## src/logic/cfc_pkg.sv

```systemverilog
package cfc_pkg;

    // Flag bit positions inside the flag word
    localparam int FLAG_Z = 0;
    localparam int FLAG_C = 1;
    localparam int FLAG_AC = 2;
    localparam int FLAG_OV = 3;
    localparam int FLAG_W = 4;

    // Reset values
    localparam logic [7:0] ACC_RST = 8'h00;
    localparam logic [3:0] FLAGS_RST = 4'h0;
    localparam logic [7:0] BYTE_ZERO = 8'h00;
    localparam logic [7:0] BYTE_ONE = 8'h01;

    // Highest data memory byte that takes bit operations
    localparam logic [7:0] BIT_ADDR_MAX = 8'h7f;

    // Instruction cycle counts
    localparam logic [1:0] CYC_ONE = 2'h1;
    localparam logic [1:0] CYC_TWO = 2'h2;

    // Instruction classes presented to the core
    typedef enum logic [5:0] {
        OP_NOP = 6'h00,
        OP_MOV_A_IMM = 6'h01,
        OP_MOV_A_MEM = 6'h02,
        OP_MOV_A_IO = 6'h03,
        OP_MOV_MEM_A = 6'h04,
        OP_MOV_IO_A = 6'h05,
        OP_TIMER_WORD_LOAD = 6'h06,
        OP_TIMER_WORD_STORE = 6'h07,
        OP_IDXM_RD = 6'h08,
        OP_IDXM_WR = 6'h09,
        OP_XCH = 6'h0a,
        OP_PUSHAF = 6'h0b,
        OP_POPAF = 6'h0c,
        OP_ADD = 6'h0d,
        OP_ADDC = 6'h0e,
        OP_SUB = 6'h0f,
        OP_SUBC = 6'h10,
        OP_NADD = 6'h11,
        OP_INC = 6'h12,
        OP_DEC = 6'h13,
        OP_SR = 6'h14,
        OP_SRC = 6'h15,
        OP_SL = 6'h16,
        OP_SLC = 6'h17,
        OP_AND = 6'h18,
        OP_OR = 6'h19,
        OP_XOR = 6'h1a,
        OP_NOT = 6'h1b,
        OP_NEG = 6'h1c,
        OP_COMP = 6'h1d,
        OP_CMP_EQ_SKIP = 6'h1e,
        OP_CMP_NE_SKIP = 6'h1f,
        OP_SET0 = 6'h20,
        OP_SET1 = 6'h21,
        OP_SWAPC = 6'h22,
        OP_TEST_LOW_SKIP = 6'h23,
        OP_TEST_HIGH_SKIP = 6'h24,
        OP_INC_SKIP_ZERO = 6'h25,
        OP_DEC_SKIP_ZERO = 6'h26,
        OP_GOTO = 6'h27,
        OP_CALL = 6'h28,
        OP_RET = 6'h29,
        OP_RET_IMM = 6'h2a,
        OP_RETI = 6'h2b,
        OP_PCADD = 6'h2c,
        OP_ENGINT = 6'h2d,
        OP_DISGINT = 6'h2e,
        OP_CLEAR = 6'h2f,
        OP_SWAP = 6'h30
    } cfc_op_e;

    // Fetch slot states
    typedef enum logic {
        ST_EXEC = 1'b0,
        ST_DISCARD = 1'b1
    } cfc_slot_e;

endpackage

```

## src/logic/cfc_alu.sv

```systemverilog
`timescale 1ns/100ps
module cfc_alu
    import cfc_pkg::*;
(
    // Operands
    input wire logic [7:0] x,
    input wire logic [7:0] y,
    input wire logic cin,
    input wire logic sub,
    // Result and flags
    output logic [7:0] res,
    output logic [FLAG_W-1:0] flg
);
    logic [7:0] yy;
    logic ci;
    logic [8:0] sum9;
    logic [4:0] nib;

    // Subtraction is x + ~y + ~borrow; carry outputs inverted become borrows
    always_comb begin
        yy = sub ? ~y : y;
        ci = sub ? ~cin : cin;
        sum9 = {1'b0, x} + {1'b0, yy} + {8'h00, ci};
        nib = {1'b0, x[3:0]} + {1'b0, yy[3:0]} + {4'h0, ci};
        res = sum9[7:0];
        flg = '0;
        flg[FLAG_Z] = (sum9[7:0] == BYTE_ZERO);
        flg[FLAG_C] = sum9[8] ^ sub;
        flg[FLAG_AC] = nib[4] ^ sub;
        flg[FLAG_OV] = (x[7] == yy[7]) && (sum9[7] != x[7]);
    end
endmodule

```

## src/logic/cfc_slot_ctl.sv

```systemverilog
`timescale 1ns/100ps
module cfc_slot_ctl
    import cfc_pkg::*;
(
    // Clock and reset
    input wire logic clk,
    input wire logic resetn,
    // Instruction start and its cycle count
    input wire logic start,
    input wire logic [1:0] cycles,
    // Fetch slot being dropped
    output logic discard
);
    typedef struct packed {
        cfc_slot_e st;
        logic [1:0] left;
    } cfc_slot_s;

    cfc_slot_s s_q;
    cfc_slot_s s_d;

    // Extra cycles run as dropped fetch slots
    always_comb begin
        s_d = s_q;
        unique case (s_q.st)
            ST_EXEC: begin
                if (start && (cycles > CYC_ONE)) begin
                    s_d.st = ST_DISCARD;
                    s_d.left = cycles - CYC_ONE;
                end
            end
            ST_DISCARD: begin
                s_d.left = s_q.left - CYC_ONE;
                if (s_q.left == CYC_ONE) begin
                    s_d.st = ST_EXEC;
                end
            end
        endcase
    end

    // State register
    always_ff @(posedge clk or negedge resetn) begin
        if (!resetn) begin
            s_q <= '{st: ST_EXEC, left: 2'h0};
        end else begin
            s_q <= s_d;
        end
    end

    assign discard = (s_q.st == ST_DISCARD);
endmodule

```

## src/logic/cfc_core.sv

```systemverilog
`timescale 1ns/100ps
// How it works
// RULE1: Jumps, calls, indexed moves, pc add, returns take two cycles; others one.
// RULE2: Skip instructions take two cycles when skipping, one cycle otherwise.
// RULE3: Add, subtract, negated add, increment and decrement update all four flags.
// RULE4: Compares and compare-skips set all flags from subtraction, result not stored.
// RULE5: Shifts and rotates through carry change only the carry flag.
// RULE6: Logic ops, complement and negate change only zero; and, or, xor into IO none.
// RULE7: Loads into accumulator from memory or IO set zero; other moves none.
// RULE8: Push leaves flags alone; pop restores all four flags from the stack.
// RULE9: Swap IO bit with carry changes carry only; bit set, clear, test none.
// RULE10: Increment or decrement and skip on zero writes back and sets all flags.
// RULE11: Bit operations on data memory only reach bytes 0x00 to 0x7F.
// RULE12: Interrupt return turns global interrupt enable back on after it completes.
// RULE13: Compare-equal skip drops the following instruction when accumulator matches.
// RULE14: The second cycle of a two-cycle instruction is a dropped fetch slot.
// RULE15: Flags not touched by an instruction keep their old value exactly.
module cfc_core
    import cfc_pkg::*;
(
    // Clock and reset
    input wire logic clk,
    input wire logic resetn,
    // Instruction slot
    input wire logic instr_valid,
    input wire cfc_op_e instr_op,
    input wire logic instr_to_mem,
    input wire logic instr_is_io,
    input wire logic [7:0] instr_operand,
    input wire logic [7:0] instr_addr,
    input wire logic [2:0] instr_bit,
    input wire logic [FLAG_W-1:0] instr_flags,
    // Architectural state
    output logic [7:0] acc,
    output logic [FLAG_W-1:0] flags,
    output logic gie,
    // Data write-back
    output logic mem_we,
    output logic io_we,
    output logic [7:0] wr_addr,
    output logic [7:0] wr_data,
    // Sequencing and status
    output logic slot_discard,
    output logic pc_jump,
    output logic skip_taken,
    output logic push_we,
    output logic gie_set,
    output logic bit_fault
);
    typedef struct packed {
        logic [7:0] acc;
        logic [FLAG_W-1:0] flags;
        logic gie;
        logic reti_pend;
        logic mem_we;
        logic io_we;
        logic [7:0] wr_addr;
        logic [7:0] wr_data;
        logic pc_jump;
        logic skip_taken;
        logic push_we;
        logic gie_set;
        logic bit_fault;
    } cfc_core_s;

    cfc_core_s s_q;
    cfc_core_s s_d;

    logic exec;
    logic [7:0] u;
    logic [7:0] lhs;
    logic [7:0] rhs;
    logic [7:0] alu_x;
    logic [7:0] alu_y;
    logic alu_cin;
    logic alu_sub;
    logic [7:0] alu_res;
    logic [FLAG_W-1:0] alu_flg;
    logic bit_ok;
    logic bit_val;
    logic [7:0] bit_mask;
    logic wb_en;
    logic [7:0] wb_val;
    logic [FLAG_W-1:0] nf;
    logic [1:0] cycles;
    logic skip;

    // Ops that run the adder as a subtractor
    function automatic logic op_is_sub(input cfc_op_e op);
        return (op == OP_SUB) || (op == OP_SUBC) || (op == OP_NADD) || (op == OP_DEC) ||
               (op == OP_DEC_SKIP_ZERO) || (op == OP_COMP) || (op == OP_CMP_EQ_SKIP) ||
               (op == OP_CMP_NE_SKIP);
    endfunction

    // Ops that step a single value by one
    function automatic logic op_is_step(input cfc_op_e op);
        return (op == OP_INC) || (op == OP_DEC) || (op == OP_INC_SKIP_ZERO) || (op == OP_DEC_SKIP_ZERO);
    endfunction

    // Zero flag replaced, others kept
    function automatic logic [FLAG_W-1:0] with_zero(input logic [FLAG_W-1:0] f, input logic [7:0] v);
        logic [FLAG_W-1:0] r;
        r = f;
        r[FLAG_Z] = (v == BYTE_ZERO);
        return r;
    endfunction

    // Carry flag replaced, others kept
    function automatic logic [FLAG_W-1:0] with_carry(input logic [FLAG_W-1:0] f, input logic c);
        logic [FLAG_W-1:0] r;
        r = f;
        r[FLAG_C] = c;
        return r;
    endfunction

    // Instructions are taken only outside dropped slots
    assign exec = instr_valid && !slot_discard; // [RULE14]

    // Operand selection: memory forms put the memory byte first
    assign u = instr_to_mem ? instr_operand : s_q.acc;
    assign lhs = instr_to_mem ? instr_operand : s_q.acc;
    assign rhs = instr_to_mem ? s_q.acc : instr_operand;
    assign alu_x = (instr_op == OP_NADD) ? rhs : (op_is_step(instr_op) ? u : lhs);
    assign alu_y = (instr_op == OP_NADD) ? lhs : (op_is_step(instr_op) ? BYTE_ONE : rhs);
    assign alu_cin = ((instr_op == OP_ADDC) || (instr_op == OP_SUBC)) ? s_q.flags[FLAG_C] : 1'b0;
    assign alu_sub = op_is_sub(instr_op);

    // Bit selection; memory bits limited to the low half of the byte space
    assign bit_ok = instr_is_io || (instr_addr <= BIT_ADDR_MAX); // [RULE11]
    assign bit_val = instr_operand[instr_bit];
    assign bit_mask = BYTE_ONE << instr_bit;

    cfc_alu u_alu (
        .x(alu_x),
        .y(alu_y),
        .cin(alu_cin),
        .sub(alu_sub),
        .res(alu_res),
        .flg(alu_flg)
    );

    cfc_slot_ctl u_slot (
        .clk(clk),
        .resetn(resetn),
        .start(exec),
        .cycles(cycles),
        .discard(slot_discard)
    );

    // Decode, execute and flag update
    always_comb begin
        s_d = s_q;
        s_d.mem_we = 1'b0;
        s_d.io_we = 1'b0;
        s_d.pc_jump = 1'b0;
        s_d.skip_taken = 1'b0;
        s_d.push_we = 1'b0;
        s_d.gie_set = 1'b0;
        s_d.bit_fault = 1'b0;
        wb_en = 1'b0;
        wb_val = s_q.acc;
        nf = s_q.flags; // [RULE15]
        cycles = CYC_ONE; // [RULE1]
        skip = 1'b0;
        // Interrupt enable returns once the return has finished its slot
        if (s_q.reti_pend) begin
            s_d.gie = 1'b1; // [RULE12]
            s_d.gie_set = 1'b1;
            s_d.reti_pend = 1'b0;
        end
        if (exec) begin
            unique case (instr_op)
                OP_MOV_A_IMM: s_d.acc = instr_operand; // [RULE7]
                OP_MOV_A_MEM, OP_MOV_A_IO: begin
                    s_d.acc = instr_operand;
                    nf = with_zero(s_q.flags, instr_operand); // [RULE7]
                end
                OP_MOV_MEM_A, OP_MOV_IO_A, OP_IDXM_WR: begin
                    s_d.mem_we = (instr_op != OP_MOV_IO_A);
                    s_d.io_we = (instr_op == OP_MOV_IO_A);
                    s_d.wr_addr = instr_addr;
                    s_d.wr_data = s_q.acc;
                    cycles = (instr_op == OP_IDXM_WR) ? CYC_TWO : CYC_ONE; // [RULE1]
                end
                OP_IDXM_RD: begin
                    s_d.acc = instr_operand;
                    cycles = CYC_TWO; // [RULE1]
                end
                OP_XCH: begin
                    s_d.acc = instr_operand;
                    s_d.mem_we = 1'b1;
                    s_d.wr_addr = instr_addr;
                    s_d.wr_data = s_q.acc;
                end
                OP_PUSHAF: s_d.push_we = 1'b1; // [RULE8]
                OP_POPAF: begin
                    s_d.acc = instr_operand;
                    nf = instr_flags; // [RULE8]
                end
                OP_ADD, OP_ADDC, OP_SUB, OP_SUBC, OP_NADD, OP_INC, OP_DEC: begin
                    wb_en = 1'b1;
                    wb_val = alu_res;
                    nf = alu_flg; // [RULE3]
                end
                OP_INC_SKIP_ZERO, OP_DEC_SKIP_ZERO: begin
                    wb_en = 1'b1;
                    wb_val = alu_res;
                    nf = alu_flg; // [RULE10]
                    skip = alu_flg[FLAG_Z];
                end
                OP_COMP: nf = alu_flg; // [RULE4]
                OP_CMP_EQ_SKIP, OP_CMP_NE_SKIP: begin
                    nf = alu_flg; // [RULE4]
                    skip = (instr_op == OP_CMP_EQ_SKIP) ? alu_flg[FLAG_Z] : !alu_flg[FLAG_Z]; // [RULE13]
                end
                OP_SR, OP_SRC, OP_SL, OP_SLC: begin
                    wb_en = 1'b1;
                    unique case (instr_op)
                        OP_SR: wb_val = {1'b0, u[7:1]};
                        OP_SRC: wb_val = {s_q.flags[FLAG_C], u[7:1]};
                        OP_SL: wb_val = {u[6:0], 1'b0};
                        default: wb_val = {u[6:0], s_q.flags[FLAG_C]};
                    endcase
                    nf = with_carry(s_q.flags, ((instr_op == OP_SR) || (instr_op == OP_SRC)) ? u[0] : u[7]); // [RULE5]
                end
                OP_AND, OP_OR, OP_XOR: begin
                    wb_en = 1'b1;
                    wb_val = (instr_op == OP_AND) ? (s_q.acc & instr_operand) :
                             (instr_op == OP_OR) ? (s_q.acc | instr_operand) : (s_q.acc ^ instr_operand);
                    if (!(instr_to_mem && instr_is_io)) begin
                        nf = with_zero(s_q.flags, wb_val); // [RULE6]
                    end
                end
                OP_NOT, OP_NEG: begin
                    wb_en = 1'b1;
                    wb_val = (instr_op == OP_NOT) ? ~u : (BYTE_ZERO - u);
                    nf = with_zero(s_q.flags, wb_val); // [RULE6]
                end
                OP_SET0, OP_SET1, OP_SWAPC: begin
                    if (bit_ok) begin
                        s_d.mem_we = !instr_is_io;
                        s_d.io_we = instr_is_io;
                        s_d.wr_addr = instr_addr;
                        s_d.wr_data = ((instr_op == OP_SET1) ||
                                       ((instr_op == OP_SWAPC) && s_q.flags[FLAG_C])) ?
                                      (instr_operand | bit_mask) : (instr_operand & ~bit_mask); // [RULE9]
                        if (instr_op == OP_SWAPC) begin
                            nf = with_carry(s_q.flags, bit_val); // [RULE9]
                        end
                    end else begin
                        s_d.bit_fault = 1'b1; // [RULE11]
                    end
                end
                OP_TEST_LOW_SKIP, OP_TEST_HIGH_SKIP: begin
                    if (bit_ok) begin
                        skip = (instr_op == OP_TEST_HIGH_SKIP) ? bit_val : !bit_val; // [RULE9]
                    end else begin
                        s_d.bit_fault = 1'b1; // [RULE11]
                    end
                end
                OP_GOTO, OP_CALL, OP_RET, OP_PCADD: begin
                    s_d.pc_jump = 1'b1;
                    cycles = CYC_TWO; // [RULE1]
                end
                OP_RET_IMM: begin
                    s_d.acc = instr_operand;
                    s_d.pc_jump = 1'b1;
                    cycles = CYC_TWO; // [RULE1]
                end
                OP_RETI: begin
                    s_d.pc_jump = 1'b1;
                    s_d.reti_pend = 1'b1; // [RULE12]
                    cycles = CYC_TWO; // [RULE1]
                end
                OP_ENGINT: s_d.gie = 1'b1;
                OP_DISGINT: s_d.gie = 1'b0;
                OP_CLEAR: begin
                    s_d.mem_we = 1'b1;
                    s_d.wr_addr = instr_addr;
                    s_d.wr_data = BYTE_ZERO;
                end
                OP_SWAP: s_d.acc = {s_q.acc[3:0], s_q.acc[7:4]};
                default: cycles = CYC_ONE; // [RULE1]
            endcase
            // Write-back to accumulator, memory or IO
            if (wb_en) begin
                if (instr_to_mem) begin
                    s_d.mem_we = !instr_is_io;
                    s_d.io_we = instr_is_io;
                    s_d.wr_addr = instr_addr;
                    s_d.wr_data = wb_val;
                end else begin
                    s_d.acc = wb_val;
                end
            end
            // A taken skip costs one dropped slot
            if (skip) begin
                cycles = CYC_TWO; // [RULE2]
                s_d.skip_taken = 1'b1;
            end
        end
        s_d.flags = nf;
    end

    // State register
    always_ff @(posedge clk or negedge resetn) begin
        if (!resetn) begin
            s_q <= '{acc: ACC_RST, flags: FLAGS_RST, wr_addr: BYTE_ZERO, wr_data: BYTE_ZERO, default: 1'b0};
        end else begin
            s_q <= s_d;
        end
    end

    // Outputs straight from the state register
    assign acc = s_q.acc;
    assign flags = s_q.flags;
    assign gie = s_q.gie;
    assign mem_we = s_q.mem_we;
    assign io_we = s_q.io_we;
    assign wr_addr = s_q.wr_addr;
    assign wr_data = s_q.wr_data;
    assign pc_jump = s_q.pc_jump;
    assign skip_taken = s_q.skip_taken;
    assign push_we = s_q.push_we;
    assign gie_set = s_q.gie_set;
    assign bit_fault = s_q.bit_fault;
endmodule

```

## config.mk

```make
export PLATFORM = sky130hd
export DESIGN_NAME = cfc_core
export DESIGN_NICKNAME = d
export VERILOG_FILES = /design/src/logic/cfc_pkg.sv /design/src/logic/cfc_alu.sv /design/src/logic/cfc_slot_ctl.sv /design/src/logic/cfc_core.sv
export SDC_FILE = /design/constraint.sdc
export NUM_CORES = 1
export LEC_CHECK = 0
export BUFFER_PORTS_ARGS = -buffer_cell sky130_fd_sc_hd__clkbuf_2
export CORE_MARGIN = 8
export CORE_UTILIZATION = 25
export CTS_CLUSTER_DIAMETER = 80
export DETAILED_ROUTE_END_ITERATION = 8
export GPL_TIMING_DRIVEN = 0
export PLACE_DENSITY_LB_ADDON = 0.2
export SLEW_MARGIN = 20
export SYNTH_ARGS = -nofsm -noshare
export SYNTH_HDL_FRONTEND = slang
export SYNTH_SLANG_ARGS = --single-unit
```

## constraint.sdc

```tcl
create_clock -name clk -period 4 [get_ports clk]
set_input_delay 1 -clock clk [delete_from_list [all_inputs] [get_ports clk]]
set_output_delay 1 -clock clk [all_outputs]
set_load 0.02 [all_outputs]
```

==> metrics.txt <==
clk_skew 8.107 ps; TritonCTS Buffers 5; H-tree levels 2; Mapped Nets 714; Initial Utilization 25.45%; vias 5,715; worst min path class reg -> reg; Setup Viol. Count Final 19; die area 0.02450 sq mm; Critical Path Start Type input pin; violated checks negative setup slack; RePlAce Congestion 0.9156; Avg WL per Cell 21.10 um; worst-path maximum fanout 6; clk_lat worst skew 300 ps; IO Pins 71; Peak VDD IR 0.0001987 V; Top FF cell, synth dfrtp_1; drt first pass iters 5; CP cell instances buf_12, or4b_4, nor2_8, buf_12, xnor2_4, buf_8, a21oi_4, fa_2, buf_4, nor2b_4, o2111ai_4, buf_4, nand3b_1, a21boi_2, nor4_4, buf_4, buf_4, or4_4, nand3_1; GRT Total Usage 17.10%; total grt overflow 0; Nets 824; outcome finished with violations; switching power 1.618 mW; hold depth 0; slew margin rel. 36.26%; global-route wire length before repair 32.35 mm; Seq pwr share 19.9%; critical path arrival 4840 ps; layout cells sized above 1 30.50%; hold_buf cts 0; post-route ant nets 0; Mean Syn Cell Area 7.561 sq um; Post-DP Area 0.005712 sq mm; #FFs+latches synth 40; PortBufs 64; HPWL Detailed 15.97 mm; drt initial violations 516; Hold Path End gie_set; Clk pwr share 14.8%; Area Overhead vs Synth 35.76%; worst hold margin 426.9 ps; final hold vios 0; CTS clk-pin slew, worst paths 70 ps; warnings from Yosys 0; CTS Root Buffer Type clkbuf_16; Internal 1.720 mW; Logic pwr share 65.3%; slowest cell delay on critical path 590 ps; R2R Setup Slk 140 ps; HP Start s_q[23]; vias in the first global route 5,343; final cell count without fillers 1,029; overall die height 156.5 um; Slew @ Worst Pin 951.6 ps; R2R depth 16; CTS max path bufs 2; Slowest-stage cell, CP or4b_4; CTS tree yes; CP endpoint kind flip-flop; Synth Cell Area 0.004937 sq mm; Syn Inst Count 653; fin crit share 115.2%; number of synthesized flops with an enable pin 0; Worst R2R End skip_taken; post-synthesis cell type count 78; Place WS -1500 ps; power density cells 498.0 mW/mm^2; Setup TNS -5637 ps; Finished Cell Area 0.006703 sq mm; most frequent CP cell buf_4; row cnt 51; initial antenna violation count 0; clock sink count 40; Inst Count DP 982; asr flop ratio synth 100.0%; max-slew violations 0; Avg Vias per Cell 5.554; DRC 0; Lkg Pwr 2.800 nW; crit path time final 4609 ps; switch share 48.48%; Ant. Diodes 0; largest net degree at the start of global routing 41; chip width 156.5 um; CP required 4230 ps; sequential-to-total area share from yosys stat 20.27%; final WL 21.71 mm; Final Worst Setup Slack -608.8 ps; reg2reg start acc[0]; Fmax 0.2170 GHz; Core Area 0.01940 sq mm; Crit Path Class in -> reg; Max Cap Viol 0; RSZ-0062 raised after global routing yes
-- cell families after synthesis --
family          count (synthesis)  synth area share, %
xor+xnor                       26                4.764
compound gates                218                30.16
flops                          40                20.27
buf+inv                        80                6.792
simple gates                  227                23.37
mux                            35                7.501
fa+ha+maj                      27                7.147
-- synthesized netlist by cell type, types with 8 or more instances --
| library cell | n | share of area [%] |
|---|---|---|
| a22oi_1 | 12 | 1.8 |
| dfrtp_1 | 40 | 20 |
| nor2b_1 | 14 | 1.8 |
| ha_1 | 25 | 6.3 |
| o21ai_0 | 40 | 4.1 |
| a31oi_1 | 8 | 1.0 |
| nand2_1 | 61 | 4.6 |
| clkbuf_1 | 38 | 2.9 |
| a221oi_1 | 16 | 2.8 |
| nand3_1 | 18 | 1.8 |
| a21o_1 | 9 | 1.4 |
| mux2_2 | 8 | 1.8 |
| nor3_1 | 16 | 1.6 |
| nor4_1 | 8 | 1.0 |
| inv_1 | 27 | 2.1 |
| nand2b_1 | 10 | 1.3 |
| a21oi_1 | 52 | 5.3 |
| mux2i_1 | 21 | 4.3 |
| xnor2_1 | 18 | 3.2 |
| nor2_1 | 59 | 4.5 |
| o22ai_1 | 8 | 1.0 |
-- routing by layer --
| metal | track usage, % | routed length [um] | vias up |
|---|---|---|---|
| li1 | - | - | 2645 |
| met1 | 23.95 | 10010 | 2793 |
| met2 | 26.41 | 9773 | 232 |
| met3 | 1.958 | 1172 | 45 |
| met4 | 6.224 | 757 | 0 |
| met5 | 0 | 0 | - |
-- cells in the final DEF (no fill, tap or decap), types with 7 or more instances in the layout --
| cell type | instances |
|---|---|
| inv_1 | 24 |
| xnor2_2 | 8 |
| nand2b_1 | 7 |
| ha_1 | 20 |
| nor2_1 | 57 |
| o21ai_0 | 35 |
| a22oi_1 | 10 |
| dfrtp_1 | 40 |
| a21oi_2 | 8 |
| o22ai_1 | 8 |
| a31oi_1 | 7 |
| mux2i_1 | 20 |
| a221oi_1 | 11 |
| o2bb2ai_1 | 7 |
| mux2_2 | 8 |
| xnor2_1 | 10 |
| nand2_1 | 57 |
| clkbuf_1 | 25 |
| a21o_1 | 9 |
| nand3_1 | 15 |
| a21oi_1 | 41 |
| a221o_1 | 7 |
| clkbuf_2 | 65 |
| buf_2 | 8 |
| nor2b_1 | 12 |
| nor3_1 | 15 |
| buf_4 | 41 |
-- worst max path at each step --
stage               cells past startpoint             to         from
floorplan                              15  u_slot.s_q[1]  instr_op[5]
global placement                       18  u_slot.s_q[1]  instr_op[1]
detailed placement                     18  u_slot.s_q[1]  instr_op[1]
CTS                                    16  u_slot.s_q[1]  instr_op[2]
global route                           17  u_slot.s_q[1]  instr_op[5]
finish                                 19     skip_taken  instr_op[5]
-- power groups by stage --
stage,clock network [mW],registers (mW),logic (mW)
after floorplan,0,0.789,1.06
after global placement,0,0.668,1.76
after detailed placement,0,0.671,1.75
after CTS,0.504,0.663,2.08
after global routing,0.521,0.684,2.34
final,0.494,0.663,2.18
-- repair_timing --
item                                    4_1_cts  5_1_grt
gates resized for setup                      77       47
buffers inserted                             34       11
endpoints found under the setup margin       23       22
pin swaps                                    29       36
cloned                                        2        0
-- registers in the layout, indices dropped and copies added, names as in the netlist --
register and cells:
push_we 1, io_we 1, bit_fault 1, mem_we 1
skip_taken 1, gie 1, wr_addr 8, u_slot.s_q 2
acc 8, flags 4, wr_data 8, gie_set 1
pc_jump 1, u_slot.discard 1, s_q 1
-- worst max-delay path: cells and delay by family --
| family | cells | cell delay [ps] |
|---|---|---|
| simple gates | 7 | 1710 |
| buf+inv | 7 | 1040 |
| fa+ha+maj | 1 | 410 |
| compound gates | 3 | 530 |
| xor+xnor | 1 | 150 |
-- metrics by stage --
stage               utilization (%)  power, mW
floorplan                         -      1.848
global placement              29.43      2.430
detailed placement            29.44      2.421
CTS                           33.37      3.244
global route                  34.55      3.542
finish                        34.55      3.338
-- layout make-up --
class	instances	area, sq um
inverter	27	105.1
clock inverter	3	46.29
fill	2105	12700
multi-input combinational	533	4115
tap	265	331.6
buffer	50	299.0
sequential	40	1001
clock buffer	5	125.1
timing repair buffer	106	679.4
Note: power is estimated with default switching activity, not from simulation.
